--- src/rtl/sddf_defines.svh ---
// timing counts, register offsets, field positions and reset values
// for the sigma-delta decimation filter; definitions only
`ifndef SDDF_DEFINES_SVH
`define SDDF_DEFINES_SVH

// clocking: system clock and modulator bit rate
`define SDDF_CLK_HZ        40000000
`define SDDF_MOD_HZ        8000000
`define SDDF_MOD_DIV       (`SDDF_CLK_HZ / `SDDF_MOD_HZ)
`define SDDF_SINC5_SPS     125000
`define SDDF_SINC5_DEC     (`SDDF_MOD_HZ / `SDDF_SINC5_SPS)
`define SDDF_SINC5_SETTLE  5
`define SDDF_SINC3_SETTLE  3

// register offsets
`define SDDF_ADDR_RESLO    4'h2
`define SDDF_ADDR_RESHI    4'h3
`define SDDF_ADDR_STATUS   4'h4
`define SDDF_ADDR_FILTCFG  4'h5

// filter configuration fields and reset value
`define SDDF_CFG_ODR_LSB   0
`define SDDF_CFG_ODR_MSB   4
`define SDDF_CFG_TYPE_LSB  5
`define SDDF_CFG_TYPE_MSB  6
`define SDDF_CFG_MAINS_LSB 8
`define SDDF_CFG_MAINS_MSB 9
`define SDDF_CFG_MASK      16'h037F
`define SDDF_CFG_RESET     16'h0000

// status fields
`define SDDF_ST_SETTLED    0
`define SDDF_ST_OVERRUN    1
`define SDDF_ST_CNT_LSB    2

// averaging lengths in sinc5 samples, one per output data rate code
`define SDDF_LEN_125000    15'd1
`define SDDF_LEN_62500     15'd2
`define SDDF_LEN_31250     15'd4
`define SDDF_LEN_25000     15'd5
`define SDDF_LEN_15625     15'd8
`define SDDF_LEN_10390     15'd12
`define SDDF_LEN_4994      15'd25
`define SDDF_LEN_2498      15'd50
`define SDDF_LEN_1000      15'd125
`define SDDF_LEN_500       15'd250
`define SDDF_LEN_395       15'd316
`define SDDF_LEN_200       15'd625
`define SDDF_LEN_100       15'd1248
`define SDDF_LEN_59P87     15'd2088
`define SDDF_LEN_49P92     15'd2504
`define SDDF_LEN_20        15'd6250
`define SDDF_LEN_16P7      15'd7485
`define SDDF_LEN_10        15'd12500
`define SDDF_LEN_5         15'd25000

`endif

--- src/rtl/sddf_pkg.sv ---
// types shared by the decimation filter modules
// assumes sddf_defines.svh supplies all numbers
package sddf_pkg;

	// filter response selection
	typedef enum logic [1:0] {
		SDDF_SINC5_SINC1,
		SDDF_SINC3,
		SDDF_ENHANCED,
		SDDF_TYPE_RSVD
	} sddf_filter_type;

	// mains rejection target in enhanced mode
	typedef enum logic [1:0] {
		SDDF_REJ_60,
		SDDF_REJ_50,
		SDDF_REJ_BOTH,
		SDDF_REJ_BOTH_ALT
	} sddf_mains_type;

	// averaging stage progress after a restart
	typedef enum logic [1:0] {
		SDDF_WAIT_SETTLE,
		SDDF_DISCARD,
		SDDF_RUN,
		SDDF_STATE_RSVD
	} sddf_avg_state_type;

endpackage : sddf_pkg

--- src/rtl/sddf_sinc5.sv ---
// fifth-order sinc stage, decimating the modulator bitstream to 125 kSPS
// assumes modEn pulses once per modulator bit, synchronous to clk
`timescale 1ns/1ps
`include "sddf_defines.svh"

module sddf_sinc5
	import sddf_pkg::*;
(
	// clock and reset
	input  wire logic        clk,
	input  wire logic        resetn,
	// modulator side
	input  wire logic        modEn,
	input  wire logic        modBit,
	input  wire logic        restart,
	// decimated samples
	output logic             sampleValid,
	output logic [23:0]      sampleData,
	output logic             sampleSettled
);

	typedef struct packed {
		logic [4:0][31:0] integ;
		logic [4:0][31:0] dly;
		logic [5:0]       phase;
		logic [2:0]       fill;
		logic             valid;
		logic             good;
		logic [23:0]      data;
	} sddf_sinc5_state_type;

	sddf_sinc5_state_type stateReg;
	sddf_sinc5_state_type stateNext;

	////////////////////////////////////////////////////////////////////
	// integrators at bit rate, combs at the decimated rate
	always_comb
	begin
		logic [31:0] x;
		logic [31:0] c;
		logic [31:0] y;
		x = modBit ? 32'h00000001 : 32'hFFFFFFFF;
		c = 32'h00000000;
		y = 32'h00000000;
		stateNext = stateReg;
		stateNext.valid = 1'b0;
		if (restart)
		begin
			stateNext = '0;
		end
		else if (modEn)
		begin
			stateNext.integ[0] = stateReg.integ[0] + x;
			for (int i = 1; i < 5; i++)
				stateNext.integ[i] = stateReg.integ[i] + stateReg.integ[i-1];
			stateNext.phase = stateReg.phase + 6'h01;
			// fixed decimation: output rate never depends on the odr
			if (stateReg.phase == 6'(`SDDF_SINC5_DEC - 1))
			begin
				c = stateReg.integ[4];
				for (int i = 0; i < 5; i++)
				begin
					y = c - stateReg.dly[i];
					stateNext.dly[i] = c;
					c = y;
				end
				stateNext.valid = 1'b1;
				// full scale +1 wraps into bit 30; clip it
				stateNext.data = (c[31:30] == 2'b01) ? 24'h7FFFFF : c[30:7];
				// stage is settled once five outputs have filled it
				stateNext.good =
					(stateReg.fill == 3'(`SDDF_SINC5_SETTLE - 1));
				if (!stateNext.good)
					stateNext.fill = stateReg.fill + 3'h1;
			end
		end
	end

	// state register
	always_ff @(posedge clk)
	begin
		if (!resetn)
			stateReg <= '0;
		else
			stateReg <= stateNext;
	end

	assign sampleValid   = stateReg.valid;
	assign sampleData    = stateReg.data;
	assign sampleSettled = stateReg.good;

endmodule : sddf_sinc5

--- src/rtl/sddf_fifo2.sv ---
// two-entry buffer for conversion results, valid/ready on both sides
// assumes the consumer may hold outReady low for any number of cycles
`timescale 1ns/1ps

module sddf_fifo2
	import sddf_pkg::*;
(
	// clock and reset
	input  wire logic        clk,
	input  wire logic        resetn,
	// filling side
	input  wire logic        inValid,
	input  wire logic [23:0] inData,
	output logic             inReady,
	// draining side
	output logic             outValid,
	output logic [23:0]      outData,
	input  wire logic        outReady,
	// fill level
	output logic [1:0]       count
);

	typedef struct packed {
		logic [1:0][23:0] mem;
		logic             wrPtr;
		logic             rdPtr;
		logic [1:0]       cnt;
	} sddf_fifo2_state_type;

	sddf_fifo2_state_type stateReg;
	sddf_fifo2_state_type stateNext;

	logic push;
	logic pop;

	////////////////////////////////////////////////////////////////////
	// pointer and count update; full refuses, never overwrites
	assign inReady  = (stateReg.cnt != 2'd2);
	assign outValid = (stateReg.cnt != 2'd0);
	assign push     = inValid && inReady;
	assign pop      = outValid && outReady;

	always_comb
	begin
		stateNext = stateReg;
		if (push)
		begin
			stateNext.mem[stateReg.wrPtr] = inData;
			stateNext.wrPtr = ~stateReg.wrPtr;
		end
		if (pop)
			stateNext.rdPtr = ~stateReg.rdPtr;
		if (push && !pop)
			stateNext.cnt = stateReg.cnt + 2'd1;
		else if (pop && !push)
			stateNext.cnt = stateReg.cnt - 2'd1;
	end

	// state register
	always_ff @(posedge clk)
	begin
		if (!resetn)
			stateReg <= '0;
		else
			stateReg <= stateNext;
	end

	assign outData = stateReg.mem[stateReg.rdPtr];
	assign count   = stateReg.cnt;

endmodule : sddf_fifo2

--- src/rtl/sddf_filter.sv ---
// sigma-delta decimation filter: sinc5 at a fixed rate, then a
// selectable sinc1 or sinc3 averaging stage, register port and buffer
// assumes a 40 MHz clk, modBit synchronous and valid on modSampleEn
`timescale 1ns/1ps
`include "sddf_defines.svh"

module sddf_filter
	import sddf_pkg::*;
(
	// clock and reset
	input  wire logic        clk,
	input  wire logic        resetn,
	// modulator bitstream
	input  wire logic        modBit,
	output logic             modSampleEn,
	// register port
	input  wire logic [3:0]  regAddr,
	input  wire logic [15:0] regWrData,
	input  wire logic        regWr,
	input  wire logic        regRd,
	output logic [15:0]      regRdData,
	// conversion results
	output logic             resValid,
	output logic [23:0]      resData,
	input  wire logic        resReady
);

	typedef struct packed {
		logic [2:0]         divCnt;
		logic               modEn;
		logic [15:0]        cfg;
		logic               restart;
		sddf_avg_state_type phase;
		logic [1:0]         discard;
		logic [14:0]        sampCnt;
		logic [2:0][71:0]   integ;
		logic [2:0][71:0]   dly;
		logic               avgValid;
		logic [23:0]        avgData;
		logic [23:0]        lastRes;
		logic               overrun;
		logic [15:0]        rdData;
	} sddf_filter_state_type;

	sddf_filter_state_type stateReg;
	sddf_filter_state_type stateNext;

	logic        s5Valid;
	logic [23:0] s5Data;
	logic        s5Settled;
	logic        bufReady;
	logic [1:0]  bufCount;

	////////////////////////////////////////////////////////////////////
	// helpers

	// averaging length per odr code; codes past the table read as 5 SPS
	function automatic logic [14:0] odrLength(input logic [4:0] code);
		logic [14:0] len;
		len = `SDDF_LEN_5;
		case (code)
			5'd0:    len = `SDDF_LEN_125000;
			5'd1:    len = `SDDF_LEN_62500;
			5'd2:    len = `SDDF_LEN_31250;
			5'd3:    len = `SDDF_LEN_25000;
			5'd4:    len = `SDDF_LEN_15625;
			5'd5:    len = `SDDF_LEN_10390;
			5'd6:    len = `SDDF_LEN_4994;
			5'd7:    len = `SDDF_LEN_2498;
			5'd8:    len = `SDDF_LEN_1000;
			5'd9:    len = `SDDF_LEN_500;
			5'd10:   len = `SDDF_LEN_395;
			5'd11:   len = `SDDF_LEN_200;
			5'd12:   len = `SDDF_LEN_100;
			5'd13:   len = `SDDF_LEN_59P87;  // notch on 60 Hz
			5'd14:   len = `SDDF_LEN_49P92;  // notch on 50 Hz
			5'd15:   len = `SDDF_LEN_20;
			5'd16:   len = `SDDF_LEN_16P7;   // notches on both
			5'd17:   len = `SDDF_LEN_10;
			5'd18:   len = `SDDF_LEN_5;
			default: len = `SDDF_LEN_5;
		endcase
		return len;
	endfunction : odrLength

	// smallest shift s with 2**s >= len, used to scale the average
	function automatic logic [3:0] lenShift(input logic [14:0] len);
		logic [3:0] s;
		s = 4'd0;
		for (int i = 0; i < 15; i++)
			if ((16'd1 << i) < {1'b0, len})
				s = 4'(i + 1);
		return s;
	endfunction : lenShift

	////////////////////////////////////////////////////////////////////
	// configuration decode

	sddf_filter_type fType;
	sddf_mains_type  mains;
	logic [14:0]     avgLen;
	logic            order3;
	logic [5:0]      scaleSh;

	always_comb
	begin
		// response and rate come from the filter configuration
		fType  = sddf_filter_type'(
			stateReg.cfg[`SDDF_CFG_TYPE_MSB:`SDDF_CFG_TYPE_LSB]);
		mains  = sddf_mains_type'(
			stateReg.cfg[`SDDF_CFG_MAINS_MSB:`SDDF_CFG_MAINS_LSB]);
		avgLen = odrLength(stateReg.cfg[`SDDF_CFG_ODR_MSB:`SDDF_CFG_ODR_LSB]);
		order3 = 1'b0;
		// three responses; the spare code falls back to sinc5+sinc1
		case (fType)
			SDDF_SINC3:
				order3 = 1'b1;  // sinc3 nulls give the deep notch
			SDDF_ENHANCED:
			begin
				// sinc1 at a mains-rejecting rate
				case (mains)
					SDDF_REJ_60: avgLen = `SDDF_LEN_59P87;
					SDDF_REJ_50: avgLen = `SDDF_LEN_49P92;
					default:     avgLen = `SDDF_LEN_16P7;
				endcase
			end
			default:
				order3 = 1'b0;
		endcase
		// gain is len for sinc1, len cubed for sinc3
		scaleSh = order3 ? 6'(3 * lenShift(avgLen))
			: {2'b00, lenShift(avgLen)};
	end

	////////////////////////////////////////////////////////////////////
	// sinc5 stage and result buffer

	sddf_sinc5 u_sinc5 (
		.clk           (clk),
		.resetn        (resetn),
		.modEn         (stateReg.modEn),
		.modBit        (modBit),
		.restart       (stateReg.restart),
		.sampleValid   (s5Valid),
		.sampleData    (s5Data),
		.sampleSettled (s5Settled)
	);

	sddf_fifo2 u_fifo2 (
		.clk      (clk),
		.resetn   (resetn),
		.inValid  (stateReg.avgValid),
		.inData   (stateReg.avgData),
		.inReady  (bufReady),
		.outValid (resValid),
		.outData  (resData),
		.outReady (resReady),
		.count    (bufCount)
	);

	////////////////////////////////////////////////////////////////////
	// next-state logic: divider, registers, averaging stage

	always_comb
	begin
		logic [71:0] x;
		logic [71:0] c;
		logic [71:0] y;
		logic [71:0] scaled;
		logic        done;
		x      = {{48{s5Data[23]}}, s5Data};
		c      = 72'h0;
		y      = 72'h0;
		scaled = 72'h0;
		done   = 1'b0;
		stateNext = stateReg;
		stateNext.restart  = 1'b0;
		stateNext.avgValid = 1'b0;
		stateNext.rdData   = 16'h0000;

		// modulator bit enable from the clock divider
		stateNext.modEn = 1'b0;
		if (stateReg.divCnt == 3'(`SDDF_MOD_DIV - 1))
		begin
			stateNext.divCnt = 3'h0;
			stateNext.modEn  = 1'b1;
		end
		else
			stateNext.divCnt = stateReg.divCnt + 3'h1;

		// register writes; a new configuration restarts conversion
		if (regWr && regAddr == `SDDF_ADDR_FILTCFG)
		begin
			stateNext.cfg     = regWrData & `SDDF_CFG_MASK;
			stateNext.restart = 1'b1;
		end

		// register reads; data stands in the following cycle only
		if (regRd)
		begin
			case (regAddr)
				`SDDF_ADDR_RESLO:
					stateNext.rdData = stateReg.lastRes[15:0];
				`SDDF_ADDR_RESHI:
					stateNext.rdData = {8'h00, stateReg.lastRes[23:16]};
				`SDDF_ADDR_STATUS:
				begin
					stateNext.rdData[`SDDF_ST_SETTLED] =
						(stateReg.phase == SDDF_RUN);
					stateNext.rdData[`SDDF_ST_OVERRUN] = stateReg.overrun;
					stateNext.rdData[`SDDF_ST_CNT_LSB +: 2] = bufCount;
					stateNext.overrun = 1'b0;  // cleared by read
				end
				`SDDF_ADDR_FILTCFG:
					stateNext.rdData = stateReg.cfg;
				default:
					stateNext.rdData = 16'h0000;
			endcase
		end

		// averaging stage over the fixed-rate sinc5 samples
		if (stateReg.restart)
		begin
			stateNext.phase   = SDDF_WAIT_SETTLE;
			stateNext.sampCnt = 15'h0;
			stateNext.integ   = '0;
			stateNext.dly     = '0;
			stateNext.discard = 2'h0;
		end
		else if (s5Valid)
		begin
			case (stateReg.phase)
				SDDF_WAIT_SETTLE:
				begin
					// sinc5 full, so the first block is clean
					if (s5Settled)
						stateNext.phase = order3 ? SDDF_DISCARD : SDDF_RUN;
				end
				SDDF_DISCARD, SDDF_RUN:
					done = 1'b1;
				default:
					stateNext.phase = SDDF_WAIT_SETTLE;
			endcase
		end

		if (done)
		begin
			stateNext.integ[0] = stateReg.integ[0] + x;
			stateNext.integ[1] = stateReg.integ[1] + stateReg.integ[0];
			stateNext.integ[2] = stateReg.integ[2] + stateReg.integ[1];
			// one result per completed block of avgLen samples
			if (stateReg.sampCnt >= avgLen - 15'd1)
			begin
				stateNext.sampCnt = 15'h0;
				if (order3)
				begin
					c = stateNext.integ[2];
					for (int i = 0; i < 3; i++)
					begin
						y = c - stateReg.dly[i];
						stateNext.dly[i] = c;
						c = y;
					end
				end
				else
				begin
					// plain block sum: integrator minus its last value
					c = stateNext.integ[0] - stateReg.dly[0];
					stateNext.dly[0] = stateNext.integ[0];
				end
				scaled = $signed(c) >>> scaleSh;
				// sinc3 throws away two partial results
				if (stateReg.phase == SDDF_DISCARD)
				begin
					if (stateReg.discard == 2'(`SDDF_SINC3_SETTLE - 2))
						stateNext.phase = SDDF_RUN;
					else
						stateNext.discard = stateReg.discard + 2'h1;
				end
				else
				begin
					stateNext.avgValid = 1'b1;
					stateNext.avgData  = scaled[23:0];
					stateNext.lastRes  = scaled[23:0];
				end
			end
			else
				stateNext.sampCnt = stateReg.sampCnt + 15'h1;
		end

		// a full buffer drops the word; set wins over the read clear
		if (stateReg.avgValid && !bufReady)
			stateNext.overrun = 1'b1;
	end

	// state register
	always_ff @(posedge clk)
	begin
		if (!resetn)
		begin
			stateReg         <= '0;
			stateReg.cfg     <= `SDDF_CFG_RESET;
			stateReg.restart <= 1'b1;
		end
		else
			stateReg <= stateNext;
	end

	assign modSampleEn = stateReg.modEn;
	assign regRdData   = stateReg.rdData;

endmodule : sddf_filter

--- config.mk ---
export PLATFORM = sky130hd
export DESIGN_NAME = sddf_filter
export DESIGN_NICKNAME = d
export VERILOG_FILES = /design/src/rtl/sddf_pkg.sv /design/src/rtl/sddf_sinc5.sv /design/src/rtl/sddf_fifo2.sv /design/src/rtl/sddf_filter.sv
export VERILOG_INCLUDE_DIRS = /design/src /design/src/rtl
export SDC_FILE = /design/constraint.sdc
export NUM_CORES = 2
export LEC_CHECK = 0
export BUFFER_PORTS_ARGS = -buffer_cell sky130_fd_sc_hd__buf_2
export CAP_MARGIN = 20
export CORE_MARGIN = 2
export CORE_UTILIZATION = 65
export DETAILED_ROUTE_END_ITERATION = 6
export GPL_TIMING_DRIVEN = 0
export PLACE_DENSITY = 0.82
export SYNTH_ARGS = -nofsm -noshare
export SYNTH_HDL_FRONTEND = slang
export SYNTH_SLANG_ARGS = --single-unit
--- constraint.sdc ---
create_clock -name clk -period 13.8 [get_ports clk]
set_clock_uncertainty 0.2 [all_clocks]
set_input_delay 2.07 -clock clk [delete_from_list [all_inputs] [get_ports clk]]
set_output_delay 2.07 -clock clk [all_outputs]
set_load 0.05 [all_outputs]
==> impl_metrics.py <==
metrics = {
    "die": {
        "io_pins": 68,
        "die_h_um": 354.6,
        "core_area_um2": 121900,
        "die_w_um": 354.6,
        "start_util_pct": 65.54,
        "num_rows": 128,
        "design.die.area_um2": 125700,
    },
    "sta": {
        "worstMarginPinSlew_ns": 1.360,
        "slew_headroom_pct": 9.327,
        "setup_viol": 0,
        "fin_crit_ns": 13.66,
        "fin_ws_ns": 0.1376,
        "timing.final.crit_share_pct": 99.00,
        "fmax_ghz": 0.07319,
        "hold_violations": 0,
        "slew_viol_final": 0,
        "whs_ns": 0.2529,
    },
    "place": {
        "place.gp.congestion": 1.098,
        "dpl_worst_slack_ns": -0.7501,
        "dp_hpwl_mm": 231.5,
        "port-buffer-count": 60,
    },
    "setup_path": {
        "cp_slowest_cell": "a211oi_2",
        "crit_top_cell": "a21o_1",
        "cpPeakStageDelay_ns": 0.88,
        "cp_data_required_time_ns": 14.27,
        "regToRegStartpoint": "stateReg[354]$_SDFFE_PN0P_",
        "path_delay_family": "compound AO/OA/AOI/OAI gates",
        "crit_fanout": 6,
        "path_buf_inv": 0,
        "reg2reg_to": "stateReg[34]$_SDFFE_PN0P_",
        "worstRegToRegCells": 48,
        "endpoint_kind": "register",
        "cp_data_arrival_time_ns": 14.13,
        "r2r_setup_slack_ns": 0.14,
        "path_class": "reg2reg",
        "cp-start-kind": "register",
    },
    "clock_network": {
        "clkTransAtPathRegs_ns": 0.07,
        "cts_inserted_buffers": 107,
        "clockRootBuffer": "clkbuf_16",
        "h-tree-depth": 3,
        "clock_path_buffers": 3,
        "cts_tree": "yes",
        "hold_buffers": 0,
        "clk_latency_ns": 0.78,
        "cts_sinks": 929,
    },
    "synth": {
        "yosys-top-cells-area": "dfxtp_1 23%, ha_1 13%, a21oi_1 7.8%",
        "synth-edff-count": 0,
        "ys_seq_elements": 929,
        "synth-simple-area-share_pct": 19.40,
        "synthesis.nets": 11550,
        "synth_cell_types": 105,
        "synth-xor-area-share_pct": 7.481,
        "netlist_area_um2": 79880,
        "async_reset_ff_share_pct": 0,
        "synth_top_cell_area_share_pct": 23.28,
        "ys.flop_type": "dfxtp_1",
        "synth_top_family_by_area": "compound AO/OA/AOI/OAI gates",
        "synthMuxAreaShare_pct": 3.828,
        "yosysSeqAreaShare_pct": 23.28,
        "synth-compound-area-share_pct": 26.98,
        "synthCells": 10670,
        "synth_top_area_cell": "dfxtp_1",
        "avgSynthCellArea_um2": 7.490,
        "ys_warn_count": 0,
        "yosys.area_share.adder_pct": 13.58,
    },
    "grt": {
        "grt_pass1_vias": 77390,
        "grt-ovfl-total": 0,
        "grt_max_degree": 45,
        "grt_pass1_wl_mm": 445.1,
        "grt_antenna_before_repair": 4,
        "grtUsageTotal_pct": 44.85,
    },
    "final_layout": {
        "mostFrequentLayoutCells": "1,307 x nand2_1, 1,233 x a21oi_1, 928 x dfxtp_1",
        "layout_commonest_cell": "nand2_1",
        "multi_input_area_um2": 57280,
        "layout-drive-gt1-share_pct": 4.846,
        "regArea_um2": 18600,
        "syn_to_final_growth_pct": 9.285,
        "nFillCells": 9746,
        "final_nets": 11770,
    },
    "routing": {
        "vias": 84350,
        "drt_first_pass_iters": 7,
        "wl_per_cell_um": 23.58,
        "first_iter_violations": 11290,
        "drc": 6,
        "vias_per_cell": 6.690,
        "route.antenna.remaining_nets": 0,
        "wirelength_mm": 297.3,
    },
    "power": {
        "ir_drop_v": 0.0002276,
        "powerDensity_nw_per_um2": 99.51,
        "pwr-share-clk_pct": 37.4,
        "cellInternalPower_w": 0.005589,
        "p_seq_share_pct": 30.9,
        "p_leak_nw": 37.60,
        "comb_power_share_pct": 31.7,
        "p_sw_w": 0.003098,
        "netSwitchingFraction_pct": 35.66,
    },
    "outcome": {
        "status": "complete, but fails checks",
        "violations": "DRC",
    },
    "run": {
        "cap_violations": 0,
    },
    "hold_path": {
        "min_path_cells": 2,
        "hold_class": "reg2reg",
        "hold_start": "u_fifo2.stateReg[12]$_SDFFE_PN0P_",
        "hold_end": "u_fifo2.stateReg[12]$_SDFFE_PN0P_",
    },
}
## per-layer routing
layer  vias up  global-route usage (%)  routed length [um]
met1     39700                   60.74              120900
met5         -                       0                 168
li1      38690                       -                   -
met3       900                   13.53               40910
met2      5051                   64.56              118100
met4         6                   21.82               17260
## stage by stage
stage | TNS (ns) | total power (W) | instances | util, % | cell area, um2
2_1_floorplan | 0 | 0.004585 | 10670 | - | 79880
3_3_place_gp | -6.688 | 0.005255 | 12350 | 67.46 | 82210
3_5_place_dp | -8.932 | 0.005328 | 12380 | 67.86 | 82700
4_1_cts | 0 | 0.008552 | 12580 | 71.19 | 86760
5_1_grt | -0.07706 | 0.008927 | 12600 | 71.62 | 87290
6_report | 0 | 0.008687 | 12610 | 71.63 | 87300
## power by group through the flow
stage          logic [W]  clock network (W)  registers, W
6_report         0.00275            0.00325       0.00269
5_1_grt          0.00291            0.00334       0.00269
4_1_cts          0.00263            0.00324       0.00269
3_5_place_dp     0.00258                  0       0.00275
3_3_place_gp     0.00251                  0       0.00275
2_1_floorplan    0.00184                  0       0.00275
## cell usage after synthesis (113+ instances only)
cell type / count
mux2i_1: 238
inv_1: 636
a31oi_1: 113
nor2_1: 917
o21ai_0: 421
xor2_1: 225
nor3_1: 220
xnor2_1: 447
a21oi_1: 1237
clkbuf_1: 408
a211oi_1: 135
a21o_1: 391
o21bai_1: 118
a22oi_1: 153
and3_1: 130
nand3_1: 218
nand2_1: 1308
dfxtp_1: 929
ha_1: 840
## state kept, by name, summed over array words and instances (netlist names), 2 cells and up, named ones only
register / count
u_fifo2.count: 2
fType: 2
u_sinc5.sampleData: 24
u_fifo2.stateReg: 50
mains: 2
stateReg: 486
regRdData: 16
u_sinc5.stateReg: 329
## worst max-delay path by stage
| stage | cells past startpoint | startpoint | end | slack [ns] |
|---|---|---|---|---|
| floorplan | 55 | stateReg[354]$_SDFFE_PN0P_ | stateReg[27]$_SDFFE_PN0P_ | 2.02 |
| global placement | 56 | stateReg[354]$_SDFFE_PN0P_ | stateReg[27]$_SDFFE_PN0P_ | -0.62 |
| detailed placement | 56 | stateReg[354]$_SDFFE_PN0P_ | stateReg[29]$_SDFFE_PN0P_ | -0.75 |
| CTS | 57 | stateReg[354]$_SDFFE_PN0P_ | stateReg[32]$_SDFFE_PN0P_ | 0.03 |
| global route | 58 | stateReg[354]$_SDFFE_PN0P_ | stateReg[32]$_SDFFE_PN0P_ | -0.08 |
| finish | 48 | stateReg[354]$_SDFFE_PN0P_ | stateReg[34]$_SDFFE_PN0P_ | 0.14 |
## cells by family (layout without fill, tap and decap cells)
| logic type | after synthesis | in the layout |
|---|---|---|
| and+or+nand+nor | 3414 | 3414 |
| AOI/OAI and AO/OA | 3364 | 3364 |
| buffers and inverters | 1134 | 1446 |
| DFF | 929 | 929 |
| adders and majority gates | 857 | 857 |
| xor gates and xnor gates | 676 | 676 |
| muxes | 291 | 291 |
| other | 0 | 5 |
## layout make-up
class | count | area share (%)
clock buffers | 152 | 3.678
inverters | 639 | 2.748
flip-flops and latches | 929 | 21.31
repair buffers | 116 | 1.200
well taps | 1625 | 2.329
clock inverters | 48 | 0.8858
diodes | 5 | 0.01433
plain buffers | 491 | 2.224
multi-input cells | 8602 | 65.62
## worst register-to-register path: cells and delay by family (launching register included)
kind	cells	cell delay, ns
simple gates	10	2.09
xor+xnor	4	1.62
fa+ha+maj	5	1.82
flops	1	0.35
compound gates	29	7.49
## what timing repair did
| item | 4_1_cts | 5_1_grt |
|---|---|---|
| buffers inserted | 1 | 14 |
| pin swaps | 1 | 15 |
| gates resized for setup | 11 | 59 |
| endpoints found under the setup margin | 23 | 24 |
(Power assumes the default switching activity.)
